$ cat config.mk
export PLATFORM = sky130hd
export DESIGN_NAME = step_attenuator_serial_ctrl
export DESIGN_NICKNAME = d
export VERILOG_FILES = /design/src/verilog/atten_pkg.sv /design/src/verilog/step_attenuator_serial_ctrl.sv /design/src/verilog/atten_hold_reg.sv
export SDC_FILE = /design/constraint.sdc
export NUM_CORES = 1
export LEC_CHECK = 0
export BUFFER_PORTS_ARGS = -buffer_cell sky130_fd_sc_hd__buf_4
export CORE_MARGIN = 2
export CORE_UTILIZATION = 41
export DETAILED_ROUTE_END_ITERATION = 7
export PLACE_DENSITY = 0.65
export SYNTH_ARGS = -nofsm -noshare
export SYNTH_HDL_FRONTEND = slang
export SYNTH_SLANG_ARGS = --single-unit
export TNS_END_PERCENT = 10
$ cat constraint.sdc
create_clock -name mclk -period 1.1 [get_ports mclk]
set_clock_uncertainty 0.05 [all_clocks]
set_input_delay 0.055 -clock mclk [delete_from_list [all_inputs] [get_ports mclk]]
set_output_delay 0.055 -clock mclk [all_outputs]
set_load 0.01 [all_outputs]
$ cat src/verilog/atten_pkg.sv
package atten_pkg;

    // ****************************************************************
    // Word format and decode constants
    // ****************************************************************
    localparam int WORD_W = 6;
    localparam logic [5:0] WORD_RESET = 6'h00;
    localparam logic [5:0] WORD_SAT_LIMIT = 6'h04;
    localparam logic [5:0] WORD_ZERO_ATTEN = 6'h3f;
    localparam int BIT_HALF_DB = 0;
    localparam int BIT_16DB = 5;
    // Attenuation is reported in half-dB units; 29.5 dB is 59 steps.
    localparam int ATTEN_W = 6;
    localparam logic [5:0] ATTEN_MAX_HALF_DB = 6'h3b;

    // ****************************************************************
    // Timing constants of the far side, in ns and in mclk cycles
    // ****************************************************************
    localparam int MCLK_PERIOD_NS = 4;
    localparam int SCLK_MIN_PERIOD_NS = 40;
    localparam int SCLK_MIN_PHASE_NS = 20;
    localparam int SEL_MIN_HIGH_NS = 10;
    localparam int SCLK_MIN_PHASE_CYC =
        (SCLK_MIN_PHASE_NS + MCLK_PERIOD_NS - 1) / MCLK_PERIOD_NS;
    localparam int SEL_MIN_HIGH_CYC =
        (SEL_MIN_HIGH_NS + MCLK_PERIOD_NS - 1) / MCLK_PERIOD_NS;

endpackage

$ cat src/verilog/step_attenuator_serial_ctrl.sv
`timescale 1ns/1ns

module step_attenuator_serial_ctrl
    import atten_pkg::*;
(
    // Clock and reset
    input wire logic mclk,
    input wire logic reset_n,
    // Serial port pins
    input wire logic sclk,
    input wire logic sdata,
    input wire logic select_low,
    // Standby pin
    input wire logic amp_active_high_pin,
    // Outputs to the RF section
    output logic [5:0] attenuation_word,
    output logic [5:0] atten_half_db,
    output logic amp_enable
);

    // ****************************************************************
    // Decode function
    // ****************************************************************

    // Inverted weights summed in half-dB units, saturating at 29.5 dB.
    // Each cleared bit adds its own binary weight, so the sum is simply
    // the complement of the word; only the saturation band needs a branch.
    function automatic logic [5:0] decode_atten(input logic [5:0] w);
        logic [5:0] inv;
        inv = ~w;
        if (w <= WORD_SAT_LIMIT) begin
            decode_atten = ATTEN_MAX_HALF_DB;
        end else begin
            decode_atten = inv;
        end
    endfunction

    // ****************************************************************
    // Pin synchronisers
    // ****************************************************************
    logic [1:0] sclk_s_r;
    logic [1:0] sdata_s_r;
    logic [1:0] sel_s_r;
    logic [1:0] amp_active_high_pin_s_r;
    logic sclk_d_r;
    logic sel_d_r;

    // Two flip-flops per pin, the first read only by the second.
    // Select resets high so that a pin already high at release cannot
    // be mistaken for a finished frame.
    always_ff @(posedge mclk) begin
        if (!reset_n) begin
            sclk_s_r <= 2'h0;
            sdata_s_r <= 2'h0;
            sel_s_r <= 2'h3;
            amp_active_high_pin_s_r <= 2'h0;
        end else begin
            sclk_s_r <= {sclk_s_r[0], sclk};
            sdata_s_r <= {sdata_s_r[0], sdata};
            sel_s_r <= {sel_s_r[0], select_low};
            amp_active_high_pin_s_r <= {amp_active_high_pin_s_r[0], amp_active_high_pin};
        end
    end

    // Delayed copies for edge detection on the synchronised levels.
    // Reset values match the idle pin levels, so no false edge follows.
    always_ff @(posedge mclk) begin
        if (!reset_n) begin
            sclk_d_r <= 1'b0;
            sel_d_r <= 1'b1;
        end else begin
            sclk_d_r <= sclk_s_r[1];
            sel_d_r <= sel_s_r[1];
        end
    end

    logic sclk_rise;
    logic sel_rise;
    logic sel_is_low;
    assign sclk_rise = sclk_s_r[1] & ~sclk_d_r;
    assign sel_rise = sel_s_r[1] & ~sel_d_r;
    assign sel_is_low = ~sel_s_r[1];

    // ****************************************************************
    // Shift register
    // ****************************************************************
    logic [5:0] shift_r;
    logic [5:0] shift_nxt;

    // Data travels in lockstep with the clock through equal sync depth.
    // The data bit is thus seen with the level it had at the clock edge;
    // the host must hold it at least one mclk on either side.
    always_comb begin
        shift_nxt = shift_r;
        if (sel_is_low && sclk_rise) begin
            shift_nxt = {shift_r[4:0], sdata_s_r[1]};
        end
    end

    // Shift register update.
    always_ff @(posedge mclk) begin
        if (!reset_n) begin
            shift_r <= WORD_RESET;
        end else begin
            shift_r <= shift_nxt;
        end
    end

    // ****************************************************************
    // Holding register and outputs
    // ****************************************************************
    logic [5:0] held_word;

    // Latch on select rise, regardless of standby.
    atten_hold_reg u_hold (
        .mclk(mclk),
        .reset_n(reset_n),
        .load(sel_rise),
        .load_word(shift_r),
        .word(held_word)
    );

    assign attenuation_word = held_word;

    // Registered decode of the held word.
    always_ff @(posedge mclk) begin
        if (!reset_n) begin
            atten_half_db <= ATTEN_MAX_HALF_DB;
        end else begin
            atten_half_db <= decode_atten(held_word);
        end
    end

    // Amplifier enable follows the synchronised standby pin.
    // The serial port never reads this pin, so words still latch in standby.
    always_ff @(posedge mclk) begin
        if (!reset_n) begin
            amp_enable <= 1'b0;
        end else begin
            amp_enable <= amp_active_high_pin_s_r[1];
        end
    end

    // ****************************************************************
    // Checker helpers
    // ****************************************************************
    // These feed only the properties below and hold no design state.
    logic [3:0] bits_seen_r;
    logic first_bit_r;

    // Counts accepted bits in the current select-low period, saturating.
    always_ff @(posedge mclk) begin
        if (!reset_n) begin
            bits_seen_r <= 4'h0;
        end else if (sel_rise) begin
            bits_seen_r <= 4'h0;
        end else if (sel_is_low && sclk_rise && bits_seen_r != 4'hf) begin
            bits_seen_r <= bits_seen_r + 4'h1;
        end
    end

    // Keeps the first bit of each frame, which must end up on top.
    always_ff @(posedge mclk) begin
        if (!reset_n) begin
            first_bit_r <= 1'b0;
        end else if (sel_is_low && sclk_rise && bits_seen_r == 4'h0) begin
            first_bit_r <= sdata_s_r[1];
        end
    end

    // Sums the weight of every cleared bit, in half-dB units, bit by bit
    // rather than by complement, so the decode is checked another way.
    function automatic logic [5:0] weight_sum(input logic [5:0] w);
        logic [5:0] sum;
        sum = 6'h00;
        for (int i = BIT_HALF_DB; i <= BIT_16DB; i++) begin
            if (!w[i]) begin
                sum = sum + 6'(1 << i);
            end
        end
        weight_sum = sum;
    endfunction
endmodule

$ cat src/verilog/atten_hold_reg.sv
`timescale 1ns/1ns

// Holding register for the attenuation word, registered output.
module atten_hold_reg
    import atten_pkg::*;
(
    // Clock and reset
    input wire logic mclk,
    input wire logic reset_n,
    // Load port
    input wire logic load,
    input wire logic [5:0] load_word,
    // Held word
    output logic [5:0] word
);

    // Load a new word; power-up value selects maximum attenuation.
    always_ff @(posedge mclk) begin
        if (!reset_n) begin
            word <= WORD_RESET;
        end else if (load) begin
            word <= load_word;
        end
    end

endmodule

# Word-level counts from Yosys, hierarchy flattened
# Cells that the tools add are included.
word_totals:
  regBits: 29
  in_bits: 6
  out_inout_bits: 13
  wordCells: 20
classes:
  magnitude_cmp: 1
  bitwise: 7
  n_reduce_logical: 2
op_table:
  columns: ["op", "n"]
  rows:
  - ["$le A6 B3 Y1 const B", 1]
  - ["$not A6 Y6", 1]
  - ["$not A1 Y1", 4]
  - ["$and A1 B1 Y1", 2]
  - ["$reduce_or A2 Y1", 1]
  - ["$logic_and A1 B1 Y1", 1]

# Longest topological paths before layout
# Gate-level depths: netlist of run 1.
logic_depth:
  ltp_word: 3
  ltp_mapped: 4
  mapped_depth_nobuf: 3

# Modules after synthesis
# From an unflattened synthesis of run 1, not the netlist that was laid out.
hier_totals:
  cells_unflattened: 78
  hier_area_um2: 923.4
by_module_without_submodules:
  columns: ["mod", "instances", "cells_each", "area_each_um2", "seq_area_each_um2"]
  rows:
  - ["step_attenuator_serial_ctrl", 1, 59, 694.4, 460.4]
  - ["atten_hold_reg", 1, 19, 229.0, 120.1]

# Worst setup path after synthesis of run 1
# Ideal clock, no wire load.
synth_timing:
  path_type: "reg2reg"
  from: "register sel_s_r[1]"
  to: "register shift_r[0]"
  setup_ns: 0.074
  arrival_time_ns: 0.821
  t_required_ns: 0.976
  slack_ns: 0.155
  stages_incl_launch_ff: 5
  n_path_buf: 1
  period_less_slack_ns: 0.945
  path_cell_list: "dfxtp_1 -> nor3b_2 -> buf_4 -> nand3_1 -> o21ai_0"
synth_via:
  elab_chain_cells: 2
synth_lines:
  columns: ["element", "line_no", "source"]
  rows:
  - ["start, declared", "step_attenuator_serial_ctrl.sv:43", "logic [1:0] sel_s_r;"]
  - ["start signal, assigned", "step_attenuator_serial_ctrl.sv:60", "sel_s_r <= {sel_s_r[0], select_low};"]
  - ["$not A1 Y1", "step_attenuator_serial_ctrl.sv:82", "assign sel_is_low = ~sel_s_r[1];"]
  - ["$logic_and A1 B1 Y1", null, null]
  - ["end signal, assigned", "step_attenuator_serial_ctrl.sv:105", "shift_r <= shift_nxt;"]
  - ["end, declared", "step_attenuator_serial_ctrl.sv:87", "logic [5:0] shift_r;"]
# Every way passes these cells.
# A chain may end at the register's enable or synchronous reset.

# Final worst setup path of run 1
layout_timing:
  from: "register sel_s_r[1]"
  to: "register shift_r[1]"
# The elaborated chain is that of the path after synthesis.

==> flow_metrics.tcl, run 1 <==
set metrics [dict create \
    drc 0 \
    cts-root-buf "clkbuf_4" \
    yosysTopAreaCell "dfxtp_1" \
    dp_cells 134 \
    grt_pass1_wl_um 2470 \
    diodes 0 \
    max_freq_mhz 1010 \
    hold_class "input port to flip-flop" \
    routedWlPerCell_um 9.84 \
    nets 123 \
    syn_nets 97 \
    clk_path_buf_depth 2 \
    crit_required_ns 1.29 \
    hold_violations 0 \
    coreArea_mm2 0.00215 \
    period_needed_ns 0.989 \
    clk_latency_ns 0.32 \
    die-area_mm2 0.00261 \
    rsz0062_at_grt "false" \
    power.leakage_nw 0.465 \
    cts_sinks 29 \
    crit_type "flip-flop to flip-flop" \
    async_flop_share_pct 0 \
    ir_drop_mv 0.968 \
    die_w_um 51.1 \
    cts.repair.resized 0 \
    grt_usage_pct 13.5 \
    synth_top_area_share_pct 63.7 \
    cts_tree "yes" \
    synth_area_per_cell_um2 10.0 \
    holdPathStages 2 \
    yosysSeqAreaShare_pct 63.7 \
    critPathMaxFanout 12 \
    antenna_left 0 \
    rr_worst_depth 4 \
    drt-pass1-iter-count 3 \
    via_per_inst 4.60 \
    synth-seq-cells 29 \
    yosysMostFrequentCell "dfxtp_1" \
    dr.first_iter.drc_count 2 \
    clk_pin_slew_worst_paths_ns 0.09 \
    drv_cap 0 \
    htree_levels 2 \
    syn_area_um2 911 \
    status "completed" \
    endpoint_kind "flip-flop" \
    synth_area_leaders "dfxtp_1 (64%), nand2_1 (8.7%), and2_1 (5.5%), nand3_1 (4.4%), a21boi_0 (4.1%)" \
    syn_inst 91 \
    dpl-instance-area_mm2 0.00107 \
    grt_overflow_total 0 \
    drive_gt1_share_pct 23.7 \
    antenna_found_initial 0 \
    synth_ff_type "dfxtp_1" \
    vias 671 \
    start_util_pct 42.4 \
    startpoint_type "flip-flop" \
    final_cells 146 \
    synthTopCellsByCount "dfxtp_1 (29), nand2_1 (21), and2_1 (8), nand3_1 (8), o21ai_0 (6)" \
    final-setup-viol-count 0 \
    fin_area_mm2 0.00118 \
    synth_warnings 0 \
    ys_types 14 \
    setup_tns_ns 0 \
    grt_pass1_vias 612 \
    powerDensity_mw_per_mm2 1570 \
    routed_wl_um 1440 \
    io_buffer_count 18 \
    area_growth_pct 29.1 \
    synth_edf_count 0 \
    io_pins 19 \
    tightest_slew_ns 0.293 \
    grt_max_degree 36 \
    relSlewSlack_pct 80.4 \
    fp.dieH_um 51.1 \
    cts_buffers 5 \
    period_share_pct 90.0 \
    crit_arrival_ns 1.18 \
    rows 17 \
    drv_slew 0 \
    place_congestion 0.663 \
    n_fill_cell 194 \
]
[final timing paths]
path                        from               end  slack, ns
setup / recovery      sel_s_r[1]        shift_r[1]       0.11
hold / removal           reset_n  atten_half_db[5]       0.02
setup reg to reg      sel_s_r[1]        shift_r[1]       0.11
hold reg to reg   u_hold.word[0]  atten_half_db[0]       0.36
[per-stage QoR]
stage	power [mW]	hold slack (ns)	util, %	setup slack, ns
finish	1.85	0.0179	54.7	0.111
global route	1.92	0.0154	54.7	0.00444
CTS	1.88	0.00595	54.7	0.0860
detailed placement	1.15	0.193	49.6	0.130
global placement	1.14	0.189	49.6	0.168
floorplan	1.13	0.0780	-	0.155
[placed cells by master (no fill, tap or decap)]
master / count
dfxtp_1: 29
dlygate4sd3_1: 4
and2_1: 8
nor3b_1: 1
clkbuf_8: 2
a21boi_1: 1
clkbuf_4: 5
buf_4: 19
nand2_1: 21
nand3_1: 8
clkinv_2: 1
nand2b_1: 5
and2b_1: 1
nor3b_2: 1
o21ai_0: 6
a21boi_0: 5
nor3_1: 1
[cell families (layout without fill, tap and decap cells)]
kind of cell           count (synthesis)  after routing  share of synthesized area (%)
AO/OA/AOI/OAI                         12             12                           8.24
buffers and inverters                  4             31                           2.47
flip-flops                            29             29                           63.7
AND/OR/NAND/NOR                       46             46                           25.6
[area by class of cell]
class,instances,area [um^2],share of cell area [%]
Timing Repair Buffer,23,183,15.5
Sequential cell,29,581,49.4
Multi-Input combinational cell,58,308,26.2
Clock inverter,1,5.00,0.426
Clock buffer,7,65.1,5.53
Tap cell,28,35.0,2.98
[state kept, by name, indices dropped and copies added (netlist names), 2 cells and up]
name	count
atten_half_db	6
sdata_s_r	2
amp_active_high_pin_s_r	2
shift_r	6
sel_s_r	2
sclk_s_r	2
u_hold.word	6
[power by group]
part           internal (mW)  total [mW]  switching [mW]
clock network          0.370       0.715           0.345
registers               1.07        1.07         0.00520
logic                 0.0349      0.0611          0.0263
total                   1.47        1.85           0.377
[worst max-delay path: stages (launching register included)]
cell,delay [ns]
dfxtp_1,0.34
nor3b_2,0.18
buf_4,0.18
nand3_1,0.08
o21ai_0,0.09
[routing by layer]
layer | up-vias | wire [um] | global-route usage [%]
li1 | 346 | - | -
met1 | 298 | 619 | 12.7
met2 | 25 | 673 | 22.3
met3 | 2 | 133 | 9.06
met4 | 0 | 10 | 6.76
met5 | - | 0 | 0
[what timing repair did]
item | CTS | global route
setup buffers | 0 | 0
hold endpoints to repair | 4 | 0
hold buffers | 4 | 0
endpoints found under the setup margin | 0 | 0
(Power assumes the default switching activity.)
==> run 2: changes to the inputs <==
--- a/config.mk
+++ b/config.mk
@@ -8,9 +8,11 @@
 export BUFFER_PORTS_ARGS = -buffer_cell sky130_fd_sc_hd__buf_4
 export CORE_MARGIN = 2
 export CORE_UTILIZATION = 41
+export CTS_CLUSTER_SIZE = 28
 export DETAILED_ROUTE_END_ITERATION = 7
-export PLACE_DENSITY = 0.65
+export PLACE_DENSITY = 0.71
 export SYNTH_ARGS = -nofsm -noshare
 export SYNTH_HDL_FRONTEND = slang
+export SYNTH_HIERARCHICAL = 1
 export SYNTH_SLANG_ARGS = --single-unit
 export TNS_END_PERCENT = 10
==> flow_metrics.tcl, run 2 <==
set metrics [dict create \
    clk_pin_slew_worst_paths_ns 0.09 \
    dr.first_iter.drc_count 4 \
    mostFrequentLayoutCell "dfxtp_1" \
    crit_arrival_ns 1.21 \
    p_total_mw 2.02 \
    cts_sinks 29 \
    ys_types 14 \
    synth_warnings 6 \
    endpoint_kind "flip-flop" \
    startpoint_type "flip-flop" \
    synth_top_area_share_pct 62.9 \
    timing.hold.ws_ns 0.371 \
    relSlewSlack_pct 84.1 \
    hold_violations 0 \
    rows 17 \
    synth-simple-area-share_pct 22.0 \
    hold_start "u_hold/word[0]" \
    fp.dieH_um 51.5 \
    synth_fa_ha_area_share_pct 0 \
    power.leakage_nw 0.505 \
    tightest_slew_ns 0.238 \
    period_needed_ns 1.06 \
    synth_top_family_by_area "simple AND/OR/NAND/NOR gates" \
    yosysMostFrequentCell "dfxtp_1" \
    cts-root-buf "clkbuf_4" \
    period_share_pct 96.1 \
    synthMuxAreaShare_pct 13.0 \
    grt_max_degree 31 \
    grt_pass1_vias 584 \
    vias 629 \
    rsz0062_at_grt "false" \
    synthXorXnorAreaFrac_pct 0 \
    cts_tree "yes" \
    status "completed" \
    via_per_inst 4.49 \
    yosysTopAreaCell "dfxtp_1" \
    max_freq_mhz 946 \
    yosysSeqAreaShare_pct 62.9 \
    diodes 0 \
    place_congestion 0.686 \
    drv_slew 0 \
    synthTopCellsByCount "dfxtp_1 (29), mux2i_1 (12), nand2_1 (10)" \
    coreArea_mm2 0.00217 \
    drive_gt1_share_pct 31.3 \
    clk_latency_ns 0.31 \
    crit_path_top_delay_cell "dfxtp_4" \
    hold_class "flip-flop to flip-flop" \
    antenna_found_initial 0 \
    layout_common_cells "dfxtp_1 (28), buf_4 (23), mux2i_1 (12), nand2_1 (10), and2_1 (8)" \
    area_growth_pct 37.4 \
    synth_ff_type "dfxtp_1" \
    syn_inst 78 \
    io_buffer_count 18 \
    die-area_mm2 0.00265 \
    io_pins 19 \
    powerDensity_mw_per_mm2 1590 \
    async_flop_share_pct 0 \
    start_util_pct 42.6 \
    drv_cap 0 \
    grt_pass1_wl_um 2320 \
    worstSetupStartpoint "sel_s_r[1]" \
    die_w_um 51.5 \
    hpwlAfterDp_um 1030 \
    final-setup-viol-count 0 \
    slowest_delay_ns 0.38 \
    grt_overflow_total 0 \
    critPathBufInv 1 \
    grt_usage_pct 13.2 \
    synth_area_per_cell_um2 11.8 \
    synth_edf_count 0 \
    antenna_left 0 \
    cts_buffers 5 \
    regToRegStartpoint "sel_s_r[1]" \
    synth_compound_area_share_pct 0 \
    synth-seq-cells 29 \
    htree_levels 2 \
    critPathMaxFanout 6 \
    crit_required_ns 1.25 \
    routed_wl_um 1510 \
    syn_nets 84 \
    drt-pass1-iter-count 4 \
    ir_drop_mv 1.06 \
    crit_family "flip-flops" \
    clk_path_buf_depth 2 \
    synth_area_leaders "dfxtp_1 (63%), mux2i_1 (13%), and2_1 (5.4%), nor2b_1 (4.7%), nand2_1 (4.1%)" \
    syn_area_um2 923 \
    drc 0 \
    crit_type "flip-flop to flip-flop" \
    top_regs "atten_half_db (6), shift_r (6), u_hold/word (6)" \
    nets 117 \
    path_cells "nor2b_4, buf_6, mux2i_1, nor2b_1" \
    routedWlPerCell_um 10.8 \
]
==> run 2: changes by cell type after synthesis, sizes merged <==
cell	delta
mux2i	+12
nand2	-11
nor2b	+7
a21boi	-6
nand3	-6
o21ai	-6
buf	-2
nand2b	-2
and2b	-1
clkbuf	+1
or4	+1
==> run 2: per-layer routing <==
| metal | up-vias | GRT usage [%] | wire, um |
|---|---|---|---|
| li1 | 322 | - | - |
| met1 | 281 | 11.1 | 611 |
| met2 | 24 | 23.1 | 760 |
| met3 | 2 | 7.02 | 120 |
| met4 | 0 | 9.21 | 19 |
| met5 | - | 0 | 0 |
==> run 2: worst register-to-register path, delay by kind of cell, from the launching register on <==
| kind | cells | cell delay, ns |
|---|---|---|
| buffers and inverters | 1 | 0.13 |
| DFF | 1 | 0.38 |
| and+or+nand+nor | 2 | 0.20 |
| muxes | 1 | 0.18 |
==> run 2: cell families (layout without fill, tap and decap cells) <==
group / Yosys count / in the layout
flip-flops: 29 / 29
AND/OR/NAND/NOR: 34 / 34
multiplexers: 12 / 12
buffers and inverters: 3 / 37
==> run 2: final cells by class <==
cell class / instances / area, um^2
Clock inverter: 1 / 30.0
Clock buffer: 7 / 55.1
Fill cell: 191 / 901
Timing Repair Buffer: 29 / 234
Multi-Input combinational cell: 46 / 330
Sequential cell: 29 / 584
Tap cell: 28 / 35.0
==> run 2: path summary, 6_finish.rpt <==
check	endpoint	slack, ns	depth (start not counted)
worst max-delay path	u_hold/word[5]	0.04	4
worst min register to register	atten_half_db[0]	0.37	1
worst max register to register	u_hold/word[5]	0.04	4
worst min-delay path	atten_half_db[0]	0.37	1
==> run 2: what timing repair did <==
item                       4_1_cts  5_1_grt
cloned                           0        0
hold buffers                     5        0
setup endpoints to repair        6        6
hold endpoints to repair         7        0
resized for setup                1        3
pin swaps                        0        0
setup buffers                    0        0
==> run 2: through the flow <==
step	setup WS (ns)	utilization, %	cells	instance area [um^2]	TNS (ns)
6_report	0.0429	58.5	140	1270	0
5_1_grt	0.00604	58.5	140	1270	0
4_1_cts	0.00268	57.8	140	1250	0
3_5_place_dp	-0.0300	51.6	127	1120	-0.141
3_3_place_gp	0.0278	51.6	127	1120	0
2_1_floorplan	0.0240	-	78	923	0
==> run 2: power breakdown <==
| part | total, mW | internal, mW | switching, mW |
|---|---|---|---|
| Combinational | 0.0678 | 0.0433 | 0.0245 |
| Clock | 0.877 | 0.543 | 0.334 |
| Sequential | 1.07 | 1.06 | 0.00659 |
| Total | 2.02 | 1.65 | 0.366 |
